$ cat config.mk
export PLATFORM = sky130hd
export DESIGN_NAME = mcu_mem_cmd
export DESIGN_NICKNAME = d
export VERILOG_FILES = /design/src/hw/mcu_pkg.sv /design/src/hw/mcu_mem_port.sv /design/src/hw/mcu_mem_cmd.sv
export VERILOG_INCLUDE_DIRS = /design/src /design/src/hw
export SDC_FILE = /design/constraint.sdc
export NUM_CORES = 1
export LEC_CHECK = 0
export BUFFER_PORTS_ARGS = -buffer_cell sky130_fd_sc_hd__buf_2
export CORE_MARGIN = 10
export CORE_UTILIZATION = 49
export DETAILED_ROUTE_END_ITERATION = 10
export PLACE_DENSITY = 0.77
export SLEW_MARGIN = 40
export SYNTH_ARGS = -nofsm -noshare
export SYNTH_HDL_FRONTEND = slang
export SYNTH_SLANG_ARGS = --single-unit
$ cat constraint.sdc
create_clock -name clock -period 5.8 [get_ports clock]
set_clock_uncertainty 0.05 [all_clocks]
set_input_delay 0.29 -clock clock [delete_from_list [all_inputs] [get_ports clock]]
set_output_delay 0.29 -clock clock [all_outputs]
set_load 0.02 [all_outputs]
$ cat src/hw/mcu_regs.svh
// register offsets, field positions, command codes and memory constants
`ifndef MCU_REGS_SVH
`define MCU_REGS_SVH

// register byte offsets on the bus
`define MCU_CTRL_OFS        8'h00
`define MCU_STATUS_OFS      8'h04
`define MCU_HOLD_OFS        8'h08
`define MCU_BANK_OFS        8'h0c

// control register fields
`define MCU_CTRL_WAIT_LSB   0
`define MCU_CTRL_WAIT_MSB   3
`define MCU_CTRL_RESET      4'h2

// status register bit positions
`define MCU_ST_GLOBAL       0
`define MCU_ST_SPECIAL      1
`define MCU_ST_PEND_GLOBAL  2
`define MCU_ST_PEND_SPECIAL 3
`define MCU_ST_BUSY         4

// command codes held in operand digit 4
`define MCU_CMD_WR_LOG      4'h2
`define MCU_CMD_RD_LOG      4'h3
`define MCU_CMD_WR_PHY      4'h4
`define MCU_CMD_RD_PHY      4'h5
`define MCU_CMD_GLOBAL_OFF  4'h6
`define MCU_CMD_GLOBAL_ON   4'h7
`define MCU_CMD_SPECIAL_OFF 4'he
`define MCU_CMD_SPECIAL_ON  4'hf

// translation entry page, entry word layout and bank select reset value
`define MCU_ENTRY_BASE      24'h804000
`define MCU_ENTRY_EN_BIT    15
`define MCU_BANK_RESET      2'h0

// default physical pages when translation does not apply
`define MCU_PAGE5_BANK1     12'h006
`define MCU_PAGE5_OTHER     12'h005

// highest operating-system page number
`define MCU_OS_LAST_PAGE    4'h2

`endif

$ cat src/hw/mcu_pkg.sv
// types shared by the memory command unit
package mcu_pkg;
  // command sequencer states
  typedef enum logic [2:0] {
    S_IDLE,
    S_ENT,
    S_ENT_WT,
    S_DATA,
    S_DATA_WT
  } mcu_state_t;
endpackage : mcu_pkg

$ cat src/hw/mcu_mem_port.sv
// one word access to the external flash/ram, with stretchable strobes
`timescale 1ns/1ps
`include "mcu_regs.svh"

module mcu_mem_port (
  input  wire logic        clock,
  input  wire logic        rst,
  input  wire logic        ce,
  input  wire logic        start,
  input  wire logic        write,
  input  wire logic [23:0] addr,
  input  wire logic [15:0] wdata,
  input  wire logic [3:0]  wait_cycles,
  output logic             done,
  output logic [15:0]      rdata,
  output logic [23:0]      mem_addr,
  output logic             mem_cs0_n,
  output logic             mem_cs1_n,
  output logic             mem_oe_n,
  output logic             mem_we_n,
  output logic [15:0]      mem_dq_out,
  output logic             mem_dq_oe,
  input  wire logic [15:0] mem_dq_in
);
  logic        busy_reg;     // access in progress
  logic [4:0]  cnt_reg;      // cycles spent in the access
  logic        write_reg;    // direction of current access
  logic [15:0] sync1_reg;    // first synchroniser stage
  logic [15:0] sync2_reg;    // second synchroniser stage
  logic        last;         // final cycle of the access

  // two extra cycles cover the data-in synchroniser delay
  assign last = busy_reg && (cnt_reg == ({1'b0, wait_cycles} + 5'h02));

  //////////////////////////////////////////////////////////////////////////////
  // data-in synchroniser, pins are asynchronous to the clock
  always_ff @(posedge clock or posedge rst) begin
    if (rst) begin
      sync1_reg <= 16'h0000;
      sync2_reg <= 16'h0000;
    end else if (ce) begin
      sync1_reg <= mem_dq_in;
      sync2_reg <= sync1_reg;
    end
  end

  //////////////////////////////////////////////////////////////////////////////
  // access timing and strobes
  always_ff @(posedge clock or posedge rst) begin
    if (rst) begin
      busy_reg   <= 1'b0;
      cnt_reg    <= 5'h00;
      write_reg  <= 1'b0;
      mem_addr   <= 24'h000000;
      mem_cs0_n  <= 1'b1;
      mem_cs1_n  <= 1'b1;
      mem_oe_n   <= 1'b1;
      mem_we_n   <= 1'b1;
      mem_dq_out <= 16'h0000;
      mem_dq_oe  <= 1'b0;
      done       <= 1'b0;
      rdata      <= 16'h0000;
    end else if (ce) begin
      done <= 1'b0;
      if (start && !busy_reg) begin
        // upper half of physical space is the ram chip select
        busy_reg   <= 1'b1;
        cnt_reg    <= 5'h00;
        write_reg  <= write;
        mem_addr   <= addr;
        mem_cs0_n  <= addr[23];
        mem_cs1_n  <= !addr[23];
        mem_oe_n   <= write;
        mem_we_n   <= !write;
        mem_dq_out <= wdata;
        mem_dq_oe  <= write;
      end else if (last) begin
        // release everything and hand back the word
        busy_reg  <= 1'b0;
        mem_cs0_n <= 1'b1;
        mem_cs1_n <= 1'b1;
        mem_oe_n  <= 1'b1;
        mem_we_n  <= 1'b1;
        mem_dq_oe <= 1'b0;
        done      <= 1'b1;
        if (!write_reg) begin
          rdata <= sync2_reg;
        end
      end else if (busy_reg) begin
        cnt_reg <= cnt_reg + 5'h01;
      end
    end
  end
endmodule : mcu_mem_port

$ cat src/hw/mcu_mem_cmd.sv
// memory command unit: translation control, memory commands, bank tracking
//
// Design decisions made here: register access over APB and the register addresses.
`timescale 1ns/1ps
`include "mcu_regs.svh"

module mcu_mem_cmd (
  input  wire logic        clock,
  input  wire logic        rst,
  input  wire logic        ce,
  // apb slave
  input  wire logic        psel,
  input  wire logic        penable,
  input  wire logic        pwrite,
  input  wire logic [7:0]  paddr,
  input  wire logic [31:0] pwdata,
  output logic [31:0]      prdata,
  output logic             pready,
  output logic             pslverr,
  // memory command instruction from the cpu
  input  wire logic        cmd_valid,
  input  wire logic [55:0] cmd_operand,
  output logic             cmd_ready,
  input  wire logic [15:0] program_counter,
  // executed bank change seen on the instruction stream
  input  wire logic        bank_change,
  input  wire logic [3:0]  bank_change_page,
  input  wire logic [1:0]  bank_change_code,
  // external memory pins
  output logic [23:0]      mem_addr,
  output logic             mem_cs0_n,
  output logic             mem_cs1_n,
  output logic             mem_oe_n,
  output logic             mem_we_n,
  output logic [15:0]      mem_dq_out,
  output logic             mem_dq_oe,
  input  wire logic [15:0] mem_dq_in
);
  //////////////////////////////////////////////////////////////////////////////
  // decoding helpers

  // bank digit low bits to bank index (0 = bank 1)
  function automatic logic [1:0] bank_index(input logic [1:0] code);
    case (code)
      2'h0:    bank_index = 2'h0;
      2'h1:    bank_index = 2'h2;
      2'h2:    bank_index = 2'h1;
      default: bank_index = 2'h3;
    endcase
  endfunction : bank_index

  // page to bank select slot, 7 means the page has one bank
  function automatic logic [2:0] bank_slot(input logic [3:0] page);
    case (page)
      4'h5:    bank_slot = 3'h0;
      4'h6:    bank_slot = 3'h1;
      4'h7:    bank_slot = 3'h2;
      4'h8,
      4'h9:    bank_slot = 3'h3;
      4'ha,
      4'hb:    bank_slot = 3'h4;
      4'hc,
      4'hd:    bank_slot = 3'h5;
      4'he,
      4'hf:    bank_slot = 3'h6;
      default: bank_slot = 3'h7;
    endcase
  endfunction : bank_slot

  // apb address hits a mapped register
  function automatic logic reg_hit(input logic [7:0] a);
    reg_hit = (a == `MCU_CTRL_OFS) || (a == `MCU_STATUS_OFS) ||
              (a == `MCU_HOLD_OFS) || (a == `MCU_BANK_OFS);
  endfunction : reg_hit

  //////////////////////////////////////////////////////////////////////////////
  // declarations
  mcu_pkg::mcu_state_t state_reg;      // sequencer state
  logic [55:0]         op_reg;         // accepted operand
  logic                global_reg;     // global translation on
  logic                special_reg;    // special translation on
  logic                pend_global;    // buffered global disable
  logic                pend_special;   // buffered special disable
  logic [11:0]         phys_page_reg;  // resolved physical page
  logic [15:0]         hold_reg;       // latched read word
  logic [3:0]          wait_reg;       // extra strobe cycles
  logic [1:0]          bank_reg [7];   // bank select per slot
  logic [3:0]          cmd_code;       // digit 4 of new operand
  logic [3:0]          op_code;        // digit 4 of held operand
  logic                accept;         // command taken this cycle
  logic                os_page;        // pc inside pages 0-2
  logic [3:0]          log_page;       // logical page of held op
  logic [1:0]          log_bank;       // decoded bank of held op
  logic                special_page;   // page 0-3 or 5
  logic                port_start;     // begin a memory access
  logic                port_write;     // access direction
  logic [23:0]         port_addr;      // access address
  logic                port_done;      // access finished
  logic [15:0]         port_rdata;     // word read back
  logic [11:0]         default_page;   // untranslated page

  assign cmd_code     = cmd_operand[19:16];
  assign op_code      = op_reg[19:16];
  assign cmd_ready    = (state_reg == mcu_pkg::S_IDLE);
  assign accept       = ce && cmd_valid && cmd_ready;
  assign os_page      = (program_counter[15:12] <= `MCU_OS_LAST_PAGE);
  assign log_page     = op_reg[39:36];
  assign log_bank     = bank_index(op_reg[21:20]);
  assign special_page = (log_page <= 4'h3) || (log_page == 4'h5);

  // fall-back location, used whenever no entry applies
  always_comb begin
    if (log_page == 4'h5) begin
      default_page = (log_bank == 2'h0) ? `MCU_PAGE5_BANK1 : `MCU_PAGE5_OTHER;
    end else begin
      default_page = {8'h00, log_page};
    end
  end

  //////////////////////////////////////////////////////////////////////////////
  // translation enables; disables are buffered so the code that issued
  // them is not pulled out from under itself mid-routine
  always_ff @(posedge clock or posedge rst) begin
    if (rst) begin
      global_reg   <= 1'b0;
      special_reg  <= 1'b0;
      pend_global  <= 1'b0;
      pend_special <= 1'b0;
    end else if (ce) begin
      if (pend_global && os_page) begin
        global_reg  <= 1'b0;
        pend_global <= 1'b0;
      end
      if (pend_special && os_page) begin
        special_reg  <= 1'b0;
        pend_special <= 1'b0;
      end
      if (accept) begin
        case (cmd_code)
          `MCU_CMD_GLOBAL_ON: begin
            global_reg  <= 1'b1;
            pend_global <= 1'b0;
          end
          `MCU_CMD_SPECIAL_ON: begin
            special_reg  <= 1'b1;
            pend_special <= 1'b0;
          end
          `MCU_CMD_GLOBAL_OFF:  pend_global  <= 1'b1;
          `MCU_CMD_SPECIAL_OFF: pend_special <= 1'b1;
          default: ;  // other codes are handled elsewhere or ignored
        endcase
      end
    end
  end

  //////////////////////////////////////////////////////////////////////////////
  // command sequencer: optional entry fetch, then the data access
  always_ff @(posedge clock or posedge rst) begin
    if (rst) begin
      state_reg     <= mcu_pkg::S_IDLE;
      op_reg        <= 56'h0;
      phys_page_reg <= 12'h000;
      hold_reg      <= 16'h0000;
    end else if (ce) begin
      case (state_reg)
        mcu_pkg::S_IDLE: begin
          if (accept) begin
            op_reg <= cmd_operand;
            case (cmd_code)
              `MCU_CMD_WR_LOG,
              `MCU_CMD_RD_LOG: state_reg <= mcu_pkg::S_ENT;
              `MCU_CMD_WR_PHY,
              `MCU_CMD_RD_PHY: state_reg <= mcu_pkg::S_DATA;
              default:         state_reg <= mcu_pkg::S_IDLE;
            endcase
          end
        end
        mcu_pkg::S_ENT: begin
          // special pages translate only with both enables set
          if (global_reg && (!special_page || special_reg)) begin
            state_reg <= mcu_pkg::S_ENT_WT;
          end else begin
            phys_page_reg <= default_page;
            state_reg     <= mcu_pkg::S_DATA;
          end
        end
        mcu_pkg::S_ENT_WT: begin
          if (port_done) begin
            // a disabled entry leaves the page at its default place
            phys_page_reg <= port_rdata[`MCU_ENTRY_EN_BIT] ?
                             port_rdata[11:0] : default_page;
            state_reg     <= mcu_pkg::S_DATA;
          end
        end
        mcu_pkg::S_DATA: state_reg <= mcu_pkg::S_DATA_WT;
        mcu_pkg::S_DATA_WT: begin
          if (port_done) begin
            if (!port_write) begin
              hold_reg <= port_rdata;
            end
            state_reg <= mcu_pkg::S_IDLE;
          end
        end
        default: state_reg <= mcu_pkg::S_IDLE;
      endcase
    end
  end

  //////////////////////////////////////////////////////////////////////////////
  // access request towards the memory port
  always_comb begin
    port_start = 1'b0;
    port_write = 1'b0;
    port_addr  = 24'h000000;
    if (state_reg == mcu_pkg::S_ENT) begin
      // one entry per page and bank, even on shared selects
      port_start = global_reg && (!special_page || special_reg);
      port_addr  = `MCU_ENTRY_BASE | {18'h0, log_page, log_bank};
    end else if (state_reg == mcu_pkg::S_DATA) begin
      port_start = 1'b1;
      port_write = (op_code == `MCU_CMD_WR_LOG) || (op_code == `MCU_CMD_WR_PHY);
      if ((op_code == `MCU_CMD_WR_PHY) || (op_code == `MCU_CMD_RD_PHY)) begin
        port_addr = op_reg[47:24];
      end else begin
        port_addr = {phys_page_reg, op_reg[35:24]};
      end
    end else if (state_reg == mcu_pkg::S_DATA_WT) begin
      // keep direction visible for the read latch decision
      port_write = (op_code == `MCU_CMD_WR_LOG) || (op_code == `MCU_CMD_WR_PHY);
    end
  end

  // the word-wide memory access itself; the regions holding registers
  // and entries are not fenced, software must take care there
  mcu_mem_port u_port (
    .clock       (clock),
    .rst         (rst),
    .ce          (ce),
    .start       (port_start),
    .write       (port_write),
    .addr        (port_addr),
    .wdata       (op_reg[15:0]),
    .wait_cycles (wait_reg),
    .done        (port_done),
    .rdata       (port_rdata),
    .mem_addr    (mem_addr),
    .mem_cs0_n   (mem_cs0_n),
    .mem_cs1_n   (mem_cs1_n),
    .mem_oe_n    (mem_oe_n),
    .mem_we_n    (mem_we_n),
    .mem_dq_out  (mem_dq_out),
    .mem_dq_oe   (mem_dq_oe),
    .mem_dq_in   (mem_dq_in)
  );

  //////////////////////////////////////////////////////////////////////////////
  // bank select registers, one per slot
  generate
    for (genvar s = 0; s < 7; s++) begin : g_bank
      always_ff @(posedge clock or posedge rst) begin
        if (rst) begin
          bank_reg[s] <= `MCU_BANK_RESET;
        end else if (ce && bank_change && (bank_slot(bank_change_page) == 3'(s))) begin
          bank_reg[s] <= bank_index(bank_change_code);
        end
      end
    end
  endgenerate

  //////////////////////////////////////////////////////////////////////////////
  // apb slave, zero wait states; read data registered in the setup cycle
  assign pready = 1'b1;

  always_ff @(posedge clock or posedge rst) begin
    if (rst) begin
      wait_reg <= `MCU_CTRL_RESET;
    end else if (ce && psel && penable && pwrite && (paddr == `MCU_CTRL_OFS)) begin
      wait_reg <= pwdata[`MCU_CTRL_WAIT_MSB:`MCU_CTRL_WAIT_LSB];
    end
  end

  always_ff @(posedge clock or posedge rst) begin
    if (rst) begin
      prdata  <= 32'h00000000;
      pslverr <= 1'b0;
    end else if (ce && psel && !penable) begin
      pslverr <= !reg_hit(paddr);
      prdata  <= 32'h00000000;
      if (!pwrite) begin
        case (paddr)
          `MCU_CTRL_OFS:   prdata <= {28'h0, wait_reg};
          `MCU_STATUS_OFS: prdata <= {27'h0, !cmd_ready, pend_special, pend_global,
                                      special_reg, global_reg};
          `MCU_HOLD_OFS:   prdata <= {16'h0, hold_reg};
          `MCU_BANK_OFS:   prdata <= {18'h0, bank_reg[6], bank_reg[5], bank_reg[4],
                                      bank_reg[3], bank_reg[2], bank_reg[1], bank_reg[0]};
          default:         prdata <= 32'h00000000;
        endcase
      end
    end
  end

  //////////////////////////////////////////////////////////////////////////////
  // checks
  glob_on_a: assert property (@(posedge clock) disable iff (rst)
    accept && (cmd_code == `MCU_CMD_GLOBAL_ON) |=> global_reg)
    else $error("global enable command did not enable translation");

  spec_on_a: assert property (@(posedge clock) disable iff (rst)
    accept && (cmd_code == `MCU_CMD_SPECIAL_ON) |=> special_reg)
    else $error("special enable command did not enable special path");

  glob_hold_a: assert property (@(posedge clock) disable iff (rst)
    ce && global_reg && !os_page && !accept |=> global_reg)
    else $error("global translation dropped outside os pages");

  spec_off_a: assert property (@(posedge clock) disable iff (rst)
    ce && pend_special && os_page && !(accept && cmd_code == `MCU_CMD_SPECIAL_ON)
    |=> !special_reg)
    else $error("pending special disable not applied in os page");

  glob_off_a: assert property (@(posedge clock) disable iff (rst)
    accept && (cmd_code == `MCU_CMD_GLOBAL_OFF) |=> pend_global || !global_reg)
    else $error("global disable command was lost");

  spec_gate_a: assert property (@(posedge clock) disable iff (rst)
    ce && (state_reg == mcu_pkg::S_ENT) && special_page && !(special_reg && global_reg)
    |=> state_reg == mcu_pkg::S_DATA)
    else $error("special page translated without both enables");

  entry_addr_a: assert property (@(posedge clock) disable iff (rst)
    port_start && (state_reg == mcu_pkg::S_ENT) |-> port_addr[23:12] == 12'h804)
    else $error("entry fetch outside the entry page");

  phys_addr_a: assert property (@(posedge clock) disable iff (rst)
    accept && (cmd_code == `MCU_CMD_RD_PHY) ##1 ce |-> port_addr == $past(cmd_operand[47:24]))
    else $error("physical address not taken from digits 11-6");

  wr_data_a: assert property (@(posedge clock) disable iff (rst)
    ce && port_start && port_write ##1 ce |-> mem_dq_out == op_reg[15:0] && mem_dq_oe)
    else $error("write data not driven from digits 3-0");

  hold_latch_a: assert property (@(posedge clock) disable iff (rst)
    ce && port_done && !port_write && (state_reg == mcu_pkg::S_DATA_WT)
    |=> hold_reg == $past(port_rdata))
    else $error("read word not latched into holding register");
endmodule : mcu_mem_cmd

==> results by group <==
Drt
  – Drc violations: 0
  – WL per Instance: 18.1 um
  – DR vias: 6512
  – Via density per instance: 5.30
  – Total iterations of the first detailed-routing run: 5
  – Count of antenna-violating nets left after detailed routing: 0
  – Number of DRC violations after detailed-routing iteration 0: 378
  – Final Routed Wirelength: 22200 um

GRT
  – Overall global routing resource usage: 0.176
  – Vias in the first global route: 6742
  – Largest net degree at the start of global routing: 138
  – Overflow left after global routing: 0
  – Wire length of the first global-routing pass: 35600 um
  – Antenna violations before repair: 0

Timing
  – Unrepaired setup endpoints after global routing: no
  – Final Max Slew Viols: 0
  – Final-layout worst hold slack: -0.0570 ns
  – Setup WS post-layout: 3.29 ns
  – Final critical delay including setup and external delays: 2.51 ns
  – Final hold violation count: 34
  – Share of the clock period used by the worst path: 0.433
  – Transition at the pin with the smallest max-transition slack: 0.787 ns
  – Setup-violating endpoint count in the final report: 0
  – Maximum operating frequency: 0.398 GHz
  – Setup TNS: 0 ns
  – Worst relative slew slack: 0.474

Critical path
  – Kind of end point of the critical path: flop
  – Critical path required time: 6.13 ns
  – Setup CP Type: flop to flop
  – Data arrival time of the worst path: 2.84 ns
  – Nature of the critical path startpoint: flop
  – Maximum net fanout on the critical path: 16

Pwr
  – Power density normalized to cell area: 419 nW/um2
  – Total Power Consumption: 0.00491 W
  – Total leakage power: 5.72 nW
  – Worst vdd ir: 0.000301 V

Logic synthesis
  – Compound-Gate Fraction of Synth Area: 0.0628
  – Mean Syn Cell Area: 12.2 um2
  – Post-synthesis sequential element count: 217
  – Post-synth design cell area: 9370 um2
  – Post-synth ARST share: 1.00
  – Main synth FF type: dfrtp_1
  – Largest family of logic cells by synthesized area: multiplexers
  – Netlist cell types: 54
  – Multiplexer share of the synthesized area: 0.202
  – Synth Area in Simple Gates: 0.105
  – Synthesized netlist cell count: 766
  – Count of flip-flops with a built-in enable after synthesis: 0
  – Total of warnings raised by yosys: 0
  – Parity-gate share of the synthesized area counting xor and xnor cells: 0.00561
  – Sequential fraction of the synthesis area: 0.580
  – Fraction of the mapped netlist area in adder cells: 0.00668

Finish
  – Max FFs per register: 46
  – Most used cells in the layout excluding fill and tap cells: 212 x dfrtp_1, 154 x buf_2, 138 x nand2_1
  – Core utilization of the finished layout: 0.625
  – Area growth from synthesis to layout: 25.1%
  – Cell Count, Final, Fillers Out: 1228
  – Fraction of final layout cells with drive strength greater than 1: 0.353
  – Post-layout net count: 1123
  – Leading cell type in the layout, fill and taps excluded: dfrtp_1

Run status
  – Failing checks: negative hold slack
  – Run status: complete, but fails checks

Die
  – Die ar.: 25000 um2
  – Initial Utilization: 0.499
  – Die height: 158 um
  – Width of the die: 158 um
  – Core Region: 18800 um2
  – Count of boundary I/O pins: 222
  – Number of placement rows: 50

Place
  – Sum of net half-perimeters after detailed placement: 15000 um
  – Post-placement worst setup slack: 3.30 ns
  – Quantity of I/O buffers inserted on ports: 154
  – Placer congestion estimate: 0.812
  – Total placed cells including tap cells: 1121

Clock tree
  – Insertion delay to the later sink of the worst-skew pair: 0.49 ns
  – Clock root buffer: clkbuf_16
  – Clock tree from TritonCTS: done
  – # H-tree levels: 1
  – Number of instances resized during post-cts repair: 0
  – Post-CTS setup buffers: 0
  – Clock-pin transition on the worst setup and hold timing paths: 0.06 ns
  – Buffers from clock root to sink, at most: 3
  – Number of buffers added by the clock tree synthesis step: 23
  – Clock net sink count: 217

Flow run
  – Max-capacitance violation count: 0

Hold path
  – Hold WC Path Type: input pin to asynchronous set/reset pin
## kinds of logic after synthesis
| family | count (synthesis) |
|---|---|
| buffers and inverters | 68 |
| AND/OR/NAND/NOR | 217 |
| XOR/XNOR | 6 |
| AO/OA/AOI/OAI | 87 |
| other | 2 |
| multiplexers | 164 |
| flip-flops | 217 |
| adder cells (fa/ha/maj) | 5 |
## synthesized netlist by cell type, drive strengths merged, types with 2 or more instances
| cell | number | share of area |
|---|---|---|
| a211o | 2 | 0.0019 |
| a21o | 6 | 0.0048 |
| a21oi | 7 | 0.0037 |
| a22o | 2 | 0.0019 |
| a22oi | 2 | 0.0016 |
| a31oi | 5 | 0.0049 |
| a32o | 2 | 0.0021 |
| and2 | 3 | 0.0020 |
| and3 | 5 | 0.0033 |
| buf | 35 | 0.023 |
| clkbuf | 21 | 0.0084 |
| conb | 2 | 0.00080 |
| dfrtp | 212 | 0.57 |
| dfstp | 5 | 0.014 |
| ha | 5 | 0.0067 |
| inv | 12 | 0.0048 |
| mux2 | 129 | 0.16 |
| mux2i | 31 | 0.033 |
| mux4 | 4 | 0.0096 |
| nand2 | 138 | 0.055 |
| nand2b | 3 | 0.0020 |
| nand3 | 22 | 0.013 |
| nand4 | 3 | 0.0020 |
| nand4bb | 2 | 0.0024 |
| nor2 | 13 | 0.0052 |
| nor2b | 5 | 0.0033 |
| nor3 | 8 | 0.0043 |
| nor3b | 4 | 0.0032 |
| nor4b | 3 | 0.0028 |
| o21a | 2 | 0.0016 |
| o21ai | 30 | 0.016 |
| o31ai | 19 | 0.015 |
| o41ai | 3 | 0.0028 |
| or2 | 2 | 0.0013 |
| or3 | 3 | 0.0020 |
| xnor2 | 4 | 0.0037 |
| xor2 | 2 | 0.0019 |
## final timing paths
check	start	endpoint	slack (ns)	depth (start not counted)
worst max-delay path	wait_reg[1]	u_port.rdata[5]	3.29	6
worst min-delay path	rst	u_port.mem_dq_out[9]	-0.06	3
worst max register to register	wait_reg[1]	u_port.rdata[5]	3.29	6
worst min register to register	u_port.mem_addr[7]	u_port.mem_addr[7]	0.41	2
max in group asynchronous	rst	op_reg[43]	5.17	3
min in group clock	cmd_operand[19]	op_reg[19]	0.05	2
## area by class of cell
cell class              instances  area, um2
clock inverters                 7       87.6
fillers                      1450       7050
repair buffers                226       1490
diodes                          2       5.00
well taps                     234        293
multi-input cells             496       3670
flip-flops and latches        217       5440
clock buffers                  34        697
inverters                      12       48.8
## where the power goes
group	switching, W	total [W]	internal, W
combinational	0.000612	0.00119	0.000574
sequential	0.000315	0.00224	0.00192
clock	0.000569	0.00149	0.000917
## timing repair
action,CTS,global route
endpoints found under the setup margin,0,0
hold buffers,64,0
hold endpoints to repair,64,0
## metal layers
metal	vias to the layer above	routed length (um)	track usage	share of wire
met5	-	0	0	0
met4	0	654	0.0618	0.029
met2	173	10800	0.288	0.48
met1	3226	9530	0.228	0.43
li1	3073	-	-	-
met3	40	1300	0.0332	0.058
## critical path: stages, from the launching register on
cell and delay [ns]:
dfstp_2 0.58, ha_1 0.17, xor2_1 0.22, nand4bb_1 0.18, a31oi_4 0.41, nand3_4 0.36, mux2_4 0.41
## through the flow
stage | hold slack [ns] | instance area (um2)
2_1_floorplan | 0.333 | 9430
5_1_grt | 0.0327 | 11700
4_1_cts | 0.00562 | 11700
3_3_place_gp | 0.390 | 10300
3_5_place_dp | 0.396 | 10300
6_report | -0.0570 | 11700
Power figures use the tool's default switching activity.
